File: config.mk
export PLATFORM = sky130hd
export DESIGN_NAME = serial_eeprom
export DESIGN_NICKNAME = d
export VERILOG_FILES = /design/src/eeprom_pkg.sv /design/src/serial_eeprom.sv /design/src/sync2.sv
export VERILOG_INCLUDE_DIRS = /design/src
export SDC_FILE = /design/constraint.sdc
export NUM_CORES = 2
export LEC_CHECK = 0
export BUFFER_PORTS_ARGS = -buffer_cell sky130_fd_sc_hd__buf_4
export CORE_ASPECT_RATIO = 0.6
export CORE_UTILIZATION = 50
export DETAILED_ROUTE_END_ITERATION = 7
export PLACE_DENSITY_LB_ADDON = 0.15
export SLEW_MARGIN = 20
export SYNTH_ARGS = -nofsm -noshare
export SYNTH_HDL_FRONTEND = slang
export SYNTH_SLANG_ARGS = --single-unit
File: constraint.sdc
create_clock -name ref_clk -period 3.7 [get_ports ref_clk]
set_input_delay 0.37 -clock ref_clk [delete_from_list [all_inputs] [get_ports ref_clk]]
set_output_delay 0.37 -clock ref_clk [all_outputs]
set_load 0.05 [all_outputs]
File: src/eeprom_params.svh
`ifndef EEPROM_PARAMS_SVH
`define EEPROM_PARAMS_SVH

// ==========================================================================
// timing
// ==========================================================================
// self-timed program pulse in microseconds
`define EE_PROG_TIME_US 10000
// reference clock rate in kHz (25 MHz)
`define EE_REF_CLK_KHZ  25000
// program pulse in reference clock cycles (longest time, rounds down)
`define EE_PROG_CYCLES  ((`EE_PROG_TIME_US * `EE_REF_CLK_KHZ) / 1000)
// width of the program timer
`define EE_TIMER_W      18

// ==========================================================================
// instruction format
// ==========================================================================
`define EE_OPC_BITS     5'h02
`define EE_SUB_BITS     5'h04
`define EE_ADDR_BASE    5'h07
`define EE_DATA_X16     5'h10
`define EE_DATA_X8      5'h08
`define EE_OPC_READ     2'h2
`define EE_OPC_ERASE    2'h3
`define EE_OPC_WRITE    2'h1
`define EE_OPC_SPECIAL  2'h0
`define EE_SUB_ENABLE   2'h3
`define EE_SUB_DISABLE  2'h0
`define EE_SUB_CLRALL   2'h2
`define EE_SUB_FILLALL  2'h1

// ==========================================================================
// array
// ==========================================================================
`define EE_BYTES        256
`define EE_LAST_BYTE    8'hFF
`define EE_ERASED_WORD  16'hFFFF

`endif

File: src/eeprom_pkg.sv
package eeprom_pkg;

  // instruction receiver states
  typedef enum logic [4:0] {
    RX_OFF  = 5'h01,
    RX_HUNT = 5'h02,
    RX_CMD  = 5'h04,
    RX_READ = 5'h08,
    RX_DONE = 5'h10
  } rx_state_t;

  // self-timed program states
  typedef enum logic [2:0] {
    PG_IDLE = 3'h1,
    PG_FILL = 3'h2,
    PG_TIME = 3'h4
  } pg_state_t;

  // pending program operation
  typedef enum logic [1:0] {
    OPK_WRITE   = 2'h0,
    OPK_ERASE   = 2'h1,
    OPK_CLRALL  = 2'h2,
    OPK_FILLALL = 2'h3
  } op_kind_t;

endpackage

File: src/serial_eeprom.sv
// Functional notes
// - x16 instruction is 10 or 11 bits
// - x8 instruction is 11 or 12 bits
// - input bits sampled on serial clock rise
// - output tri-stated except read or status
// - status output low busy, high ready
// - dummy one releases output on clock fall
// - start bit, opcode, address, optional data
// - read emits leading zero then word MSB-first
// - read data changes on serial clock rise
// - select fall starts timed word store
// - word write needs no prior erase
// - erase leaves location all ones
// - power-up disabled; enable needed before programming
// - enable holds until disable or power-off
// - disabled device ignores program and erase
// - reads work regardless of enable latch
// - clear-all sets every bit to one
// - fill-all writes word everywhere, no erase
`include "eeprom_params.svh"

module serial_eeprom #(
  parameter bit          LARGE_ADDR  = 1'b1,
  parameter int unsigned PROG_CYCLES = `EE_PROG_CYCLES
) (
  input  wire logic ref_clk,
  input  wire logic rst_b,
  input  wire logic chip_select,
  input  wire logic serial_clock,
  input  wire logic serial_in,
  input  wire logic org_x16,
  output logic      serial_out,
  output logic      serial_out_en,
  output logic      busy
);

  // ========================================================================
  // state
  // ========================================================================
  typedef struct packed {
    logic                    sk_prev;
    logic                    cs_prev;
    eeprom_pkg::rx_state_t   rx;
    eeprom_pkg::pg_state_t   pg;
    logic [4:0]              cnt;
    logic [15:0]             sr;
    logic [1:0]              opc;
    logic [1:0]              sub;
    logic [7:0]              addr;
    logic [15:0]             dout;
    logic [4:0]              rdcnt;
    logic                    oen;
    logic                    oval;
    logic                    we_en;
    logic                    pend;
    logic                    stat_arm;
    logic                    stat_on;
    logic                    stat_rel;
    logic [7:0]              idx;
    logic [7:0]              last;
    logic [15:0]             fdata;
    logic [`EE_TIMER_W-1:0]  timer;
  } state_t;

  state_t q;
  state_t d;

  logic [7:0] mem [0:`EE_BYTES-1];

  logic       cs_s;
  logic       sk_s;
  logic       di_s;
  logic       x16_s;
  logic       sk_rise;
  logic       sk_fall;
  logic       cs_rise;
  logic       cs_fall;
  logic [4:0] addr_bits;
  logic [4:0] data_bits;
  logic [4:0] cnt_next;
  logic [7:0] rd_a;
  logic [7:0] rd_b;
  logic [15:0] rd_word;
  logic [7:0] in_addr;
  logic [7:0] base;
  logic [15:0] in_data;
  logic       mem_we;
  logic [7:0] mem_d;
  logic       ready;

  localparam logic [`EE_TIMER_W-1:0] PROG_LAST = `EE_TIMER_W'(PROG_CYCLES - 1);

  // ========================================================================
  // pin synchronisers
  // ========================================================================
  sync2 u_sync_cs (
    .ref_clk (ref_clk),
    .rst_b   (rst_b),
    .pin     (chip_select),
    .level   (cs_s)
  );

  sync2 u_sync_sk (
    .ref_clk (ref_clk),
    .rst_b   (rst_b),
    .pin     (serial_clock),
    .level   (sk_s)
  );

  sync2 u_sync_di (
    .ref_clk (ref_clk),
    .rst_b   (rst_b),
    .pin     (serial_in),
    .level   (di_s)
  );

  sync2 u_sync_org (
    .ref_clk (ref_clk),
    .rst_b   (rst_b),
    .pin     (org_x16),
    .level   (x16_s)
  );

  // ========================================================================
  // edges and instruction geometry
  // ========================================================================
  assign sk_rise   = sk_s & ~q.sk_prev;
  assign sk_fall   = ~sk_s & q.sk_prev;
  assign cs_rise   = cs_s & ~q.cs_prev;
  assign cs_fall   = ~cs_s & q.cs_prev;
  // address length: base, +1 large variant, +1 byte organisation
  assign addr_bits = `EE_ADDR_BASE + {4'h0, LARGE_ADDR} + {4'h0, ~x16_s};
  assign data_bits = x16_s ? `EE_DATA_X16 : `EE_DATA_X8;
  assign cnt_next  = q.cnt + 5'h01;
  assign in_addr   = {q.sr[6:0], di_s};
  assign in_data   = {q.sr[14:0], di_s};
  assign ready     = (q.pg == eeprom_pkg::PG_IDLE);

  // top address bit of the large variant falls off here
  assign base = x16_s ? {in_addr[6:0], 1'b0} : in_addr;

  // read fetch address: new address during command, next word while reading
  always_comb begin
    if (q.rx == eeprom_pkg::RX_READ) begin
      rd_a = q.addr + 8'h01;
    end else begin
      rd_a = in_addr;
    end
  end

  // word fetch, byte data left-aligned so the MSB leaves first
  always_comb begin
    rd_b = x16_s ? {rd_a[6:0], 1'b0} : rd_a;
    if (x16_s) begin
      rd_word = {mem[rd_b], mem[rd_b | 8'h01]};
    end else begin
      rd_word = {mem[rd_b], 8'h00};
    end
  end

  // ========================================================================
  // next-state logic
  // ========================================================================
  always_comb begin
    d         = q;
    mem_we    = 1'b0;
    mem_d     = q.idx[0] ? q.fdata[7:0] : q.fdata[15:8];
    d.sk_prev = sk_s;
    d.cs_prev = cs_s;

    // self-timed program: store bytes, then hold busy for the pulse
    case (q.pg)
      eeprom_pkg::PG_IDLE: begin
      end
      eeprom_pkg::PG_FILL: begin
        mem_we = 1'b1;
        if (q.idx == q.last) begin
          d.pg    = eeprom_pkg::PG_TIME;
          d.timer = '0;
        end else begin
          d.idx = q.idx + 8'h01;
        end
      end
      eeprom_pkg::PG_TIME: begin
        if (q.timer == PROG_LAST) begin
          d.pg = eeprom_pkg::PG_IDLE;
        end else begin
          d.timer = q.timer + `EE_TIMER_W'(1);
        end
      end
      default: begin
        d.pg = eeprom_pkg::PG_IDLE;
      end
    endcase

    // instruction receiver
    case (q.rx)
      eeprom_pkg::RX_OFF: begin
      end
      eeprom_pkg::RX_HUNT: begin
        // leading zeros skipped; no new instruction while busy
        if (sk_rise && di_s && ready) begin
          d.rx  = eeprom_pkg::RX_CMD;
          d.cnt = '0;
        end
      end
      eeprom_pkg::RX_CMD: begin
        if (sk_rise) begin
          d.sr  = in_data;
          d.cnt = cnt_next;
          if (cnt_next == `EE_OPC_BITS) begin
            d.opc = {q.sr[0], di_s};
          end
          if (cnt_next == `EE_SUB_BITS) begin
            d.sub = {q.sr[0], di_s};
          end
          if (cnt_next == `EE_OPC_BITS + addr_bits) begin
            d.addr = in_addr;
            case (q.opc)
              `EE_OPC_READ: begin
                // leave high impedance with the dummy zero
                d.rx    = eeprom_pkg::RX_READ;
                d.oen   = 1'b1;
                d.oval  = 1'b0;
                d.dout  = rd_word;
                d.rdcnt = '0;
              end
              `EE_OPC_ERASE: begin
                d.rx    = eeprom_pkg::RX_DONE;
                d.pend  = 1'b1;
                d.idx   = base;
                d.last  = x16_s ? (base | 8'h01) : base;
                d.fdata = `EE_ERASED_WORD;
              end
              `EE_OPC_WRITE: begin
                d.idx  = base;
                d.last = x16_s ? (base | 8'h01) : base;
              end
              default: begin
                case (q.sub)
                  `EE_SUB_ENABLE: begin
                    d.we_en = 1'b1;
                    d.rx    = eeprom_pkg::RX_DONE;
                  end
                  `EE_SUB_DISABLE: begin
                    d.we_en = 1'b0;
                    d.rx    = eeprom_pkg::RX_DONE;
                  end
                  `EE_SUB_CLRALL: begin
                    d.rx    = eeprom_pkg::RX_DONE;
                    d.pend  = 1'b1;
                    d.idx   = 8'h00;
                    d.last  = `EE_LAST_BYTE;
                    d.fdata = `EE_ERASED_WORD;
                  end
                  default: begin
                    d.idx  = 8'h00;
                    d.last = `EE_LAST_BYTE;
                  end
                endcase
              end
            endcase
          end
          if (cnt_next == `EE_OPC_BITS + addr_bits + data_bits) begin
            // data word complete: write or fill-all waits for deselect
            d.rx    = eeprom_pkg::RX_DONE;
            d.pend  = 1'b1;
            d.fdata = x16_s ? in_data : {in_data[7:0], in_data[7:0]};
          end
        end
      end
      eeprom_pkg::RX_READ: begin
        if (sk_rise) begin
          d.oval = q.dout[15];
          d.dout = {q.dout[14:0], 1'b0};
          if (q.rdcnt == data_bits - 5'h01) begin
            // sequential read rolls on to the next word
            d.rdcnt = '0;
            d.addr  = rd_a;
            d.dout  = rd_word;
          end else begin
            d.rdcnt = q.rdcnt + 5'h01;
          end
        end
      end
      eeprom_pkg::RX_DONE: begin
      end
      default: begin
        d.rx = eeprom_pkg::RX_OFF;
      end
    endcase

    // status polling: ready level while selected
    if (q.stat_on) begin
      d.oval = ready;
      if (sk_rise && di_s) begin
        d.stat_rel = 1'b1;
      end
      if (q.stat_rel && sk_fall) begin
        d.oen      = 1'b0;
        d.stat_on  = 1'b0;
        d.stat_rel = 1'b0;
        d.stat_arm = 1'b0;
      end
    end

    // select rise clears the shifter and may show status
    if (cs_rise) begin
      d.rx  = eeprom_pkg::RX_HUNT;
      d.cnt = '0;
      d.sr  = '0;
      if (q.stat_arm) begin
        d.stat_on  = 1'b1;
        d.stat_rel = 1'b0;
        d.oen      = 1'b1;
        d.oval     = ready;
      end
    end

    // select fall ends output and launches pending program cycle
    if (cs_fall) begin
      d.rx       = eeprom_pkg::RX_OFF;
      d.oen      = 1'b0;
      d.stat_on  = 1'b0;
      d.stat_rel = 1'b0;
      d.pend     = 1'b0;
      if (q.pend && q.we_en && ready) begin
        d.pg       = eeprom_pkg::PG_FILL;
        d.stat_arm = 1'b1;
      end
    end
  end

  // ========================================================================
  // registers
  // ========================================================================
  always_ff @(posedge ref_clk or negedge rst_b) begin
    if (!rst_b) begin
      q          <= '0;
      q.rx       <= eeprom_pkg::RX_OFF;
      q.pg       <= eeprom_pkg::PG_IDLE;
      q.we_en    <= 1'b0;
    end else begin
      q <= d;
    end
  end

  // array store, one byte per cycle during fill
  always_ff @(posedge ref_clk) begin
    if (mem_we) begin
      mem[q.idx] <= mem_d;
    end
  end

  // ========================================================================
  // outputs
  // ========================================================================
  assign serial_out    = q.oval;
  assign serial_out_en = q.oen;
  assign busy          = ~ready;

endmodule

File: src/sync2.sv
// ==========================================================================
// two-flop synchroniser for one pin
// ==========================================================================
module sync2 (
  input  wire logic ref_clk,
  input  wire logic rst_b,
  input  wire logic pin,
  output logic      level
);

  typedef struct packed {
    logic meta;
    logic held;
  } sync_t;

  sync_t q;
  sync_t d;

  // first flop feeds only the second
  always_comb begin
    d      = q;
    d.meta = pin;
    d.held = q.meta;
  end

  // both stages cleared by reset
  always_ff @(posedge ref_clk or negedge rst_b) begin
    if (!rst_b) begin
      q <= '0;
    end else begin
      q <= d;
    end
  end

  // only the second stage leaves the module
  assign level = q.held;

endmodule
==> impl_metrics.toml <==
[timing]
final_hold_viol_count = 0
rsz0062_at_grt = "true"
tightest_slew_ps = 1250
final.setup.worst_slack_ps = -321
drv_slew = 0
fmaxAchievable_ghz = 0.249
layout_min_cycle_time_ps = 4020
post-route-period-util_pct = 109
slew_headroom_pct = 16.3
finalHoldWorstSlack_ps = 162
setup_violations = 15
clock_skew_ps = 47.9

[yosys]
synth_mux_area_share_pct = 2.99
synth_simple_gate_area_share_pct = 13.0
main_combinational_cell_family_by_area_after_synthesis = "simple AND/OR/NAND/NOR gates"
synthesis.area_um2 = 94200
synth_largest_area_cell = "edfxtp_1"
postSynth.asyncResetShare_pct = 5.88
ys_dominant_reg_cell = "edfxtp_1"
synth_seq_area_share_pct = 68.7
syn_area_per_cell_um2 = 12.9
post_synth_edffs = 2048
post_synth_xor_area_fraction_pct = 0.326
syn_nets = 7338
netlist_instances = 7313
synthesis.yosys.warnings = 0
synthDominantCellAreaShare_pct = 65.3
netlist-cell-type-count = 96
postSynthRegisterBits = 2176
synth_compound_gate_area_share_pct = 11.6
area_share_of_fa_ha_maj_cells_after_synthesis_pct = 0.252
synth.top_cells.by_area = "edfxtp_1 65%, nand2_1 5.7%, dfrtp_1 3.3%, a211oi_1 3.1%, and3_1 2.4%"

[worst_setup_path]
end_kind = "flop"
worstSetupPathType = "reg2reg"
cp_max_fanout = 9
setup.worst_path.start_class = "flop"
worstPathRequired_ps = 4510
critical_path_arrival_ps = 4830

[cts]
master_cell_of_the_clock_root_buffer = "clkbuf_16"
clock_insertion_delay_worst_skew_ps = 890
cts_inserted_buffers = 207
cts.sink_count = 2176
cts_max_path_buffers = 4
worst_setup_hold_path_clk_slew_ps = 70
tritoncts_clock_tree = "done"
cts_htree_levels = 4

[placement]
dpl.hpwl_um = 273000
detailedPlace.worstSlack_ps = -668
globalplace.congestion = 1.06
port_buffers = 8

[power]
power-per-cell-area_nw_per_um2 = 428
power.static_leakage_nw = 40.3
power_switching_mw = 11.4
seq_power_share_pct = 51.7
share_comb_of_total_power_pct = 5.4
cellInternalPower_mw = 39.9
switching_share_pct = 22.2
power.ir.vdd_worst_mv = 0.384
power_frac_clock_pct = 42.9

[floorplanning]
floorplan.initialDensity_pct = 50.7
die_footprint_um2 = 190000
placeableCoreArea_um2 = 186000
floorplan.io_pins = 9
die_h_um = 338
fp-row-count = 122
die-width_um = 562

[outcome]
status = "finished with violations"
violations = "design-rule violations, negative setup slack"

[grt]
grt_start_max_net_pins = 118
antenna_found_initial = 23
vias_in_the_first_global_route = 69400
grt_pass1_wl_um = 554000
grt_remaining_overflow = 0
overall_global_routing_resource_usage_pct = 41.7

[finish]
number_of_nets_in_the_finished_design = 8536
post_route_cells_drive_above_1_share_pct = 27.9
areaGrowthSynthToFinish_pct = 27.3

[detailed_routing]
drc_errors = 4
num_vias = 76600
avgRoutedWirePerCell_um = 36.7
finalWirelength_um = 410000
initialDrtViolationCount = 15000
ant_nets = 0
drtPass1Iterations = 8
drt-vias-per-instance = 6.85

[run]
drv_cap = 0

[hold_path]
hold_class = "in2async"
==> per-layer routing <==
layer / GRT usage [%] / vias up / share of wire, %
met5: 1.80 / - / 0.18
met4: 13.6 / 41 / 4.0
met3: 20.1 / 971 / 19
met2: 52.7 / 6897 / 38
met1: 61.6 / 38200 / 39
li1: - / 30500 / -
==> repair_timing <==
action                                 CTS  global route
resized for setup                      369           367
setup buffers                           86            58
gates cloned                            21            16
hold buffers                             5             0
setup endpoints to repair               16            16
pin swaps                               94           128
endpoints found under the hold margin   98             0
==> registers in the layout, summed over array words and instances, names as in the netlist <==
register          count
in_addr               7
in_data               8
mem                2048
q                   103
serial_out            1
serial_out_en         1
u_sync_cs.d           1
u_sync_cs.level       1
u_sync_di.d           1
u_sync_di.level       1
u_sync_org.d          1
u_sync_org.level      1
u_sync_sk.d           1
u_sync_sk.level       1
==> power groups by stage <==
stage	registers (mW)	clock network, mW	logic (mW)
finish	26.5	22.0	2.75
floorplan	27.1	0	1.06
global placement	27.1	0	2.24
CTS	26.5	22.0	2.46
global route	26.5	22.9	2.79
detailed placement	27.1	0	2.25
==> Yosys cell counts (154+ instances only) <==
cell and n:
a211oi_1 389, nand3_1 400, nor2_1 389, edfxtp_1 2048, a31oi_1 164, and3_1 366
mux2i_1 154, nand2_1 1434, a21oi_1 174, buf_2 251, a311oi_1 194, clkbuf_1 228
==> logic make-up (layout without fill, tap and decap cells) <==
kind of cell / after synthesis / in the layout
AND/OR/NAND/NOR: 2767 / 2767
flip-flops: 2176 / 2176
AO/OA/AOI/OAI: 1479 / 1479
buffers and inverters: 612 / 1974
multiplexers: 225 / 225
XOR/XNOR: 35 / 35
adder cells (fa/ha/maj): 19 / 19
other: 0 / 18
==> worst paths after layout <==
kind                                 from               to  depth (start not counted)  slack [ps]
hold / removal                      rst_b            q[57]                          2         160
min in group ref_clk            serial_in   u_sync_di.d[0]                          2         210
setup reg to reg                   q[118]            q[76]                         14        -320
hold reg to reg            u_sync_di.d[0]  u_sync_di.level                          0         350
max in group asynchronous           rst_b            q[44]                          3        2630
setup / recovery                   q[118]            q[76]                         14        -320
==> cells in the final DEF, fill, tap and decap left out, drive strengths merged, types with 42 or more instances in the layout <==
master and instances:
a211oi 391, a21oi 174, a311oi 194, a31oi 164, and3 366, buf 1541
clkbuf 264, clkinv 83, dfrtp 126, edfxtp 2048, mux2i 154, mux4 42
nand2 1437, nand3 400, nor2 394, nor3 62, o21ai 137
==> layout make-up <==
class | count | area (um2)
diodes | 18 | 45.0
clock buffers | 248 | 5370
clock inverters | 125 | 1400
fillers | 13600 | 65900
inverters | 27 | 101
multi-input cells | 4525 | 29800
flip-flops and latches | 2176 | 64700
well taps | 2480 | 3100
repair buffers | 1574 | 15400
==> through the flow <==
stage / utilization (%) / TNS, ps / cell area [um2] / std cells / power [mW]
after floorplan: - / 0 / 94200 / 7313 / 28.1
after global placement: 57.6 / -7910 / 107000 / 10600 / 29.3
after detailed placement: 57.6 / -7810 / 107000 / 10600 / 29.3
after CTS: 63.1 / -1400 / 117000 / 11100 / 51.0
after global routing: 64.5 / -3210 / 120000 / 11200 / 52.2
final: 64.5 / -2970 / 120000 / 11200 / 51.3
==> critical path, stage by stage, from the launching register on <==
cell and delay (ps):
dfrtp_1 380, or3_4 450, or4_4 570, nand2_8 180, buf_12 170, buf_16 180
buf_4 210, a211oi_1 100, o21ai_0 260, a311oi_2 150, buf_4 170, nand4b_1 290
a21oi_1 500, o22ai_1 170, o21ai_1 130
(Power assumes the default switching activity.)
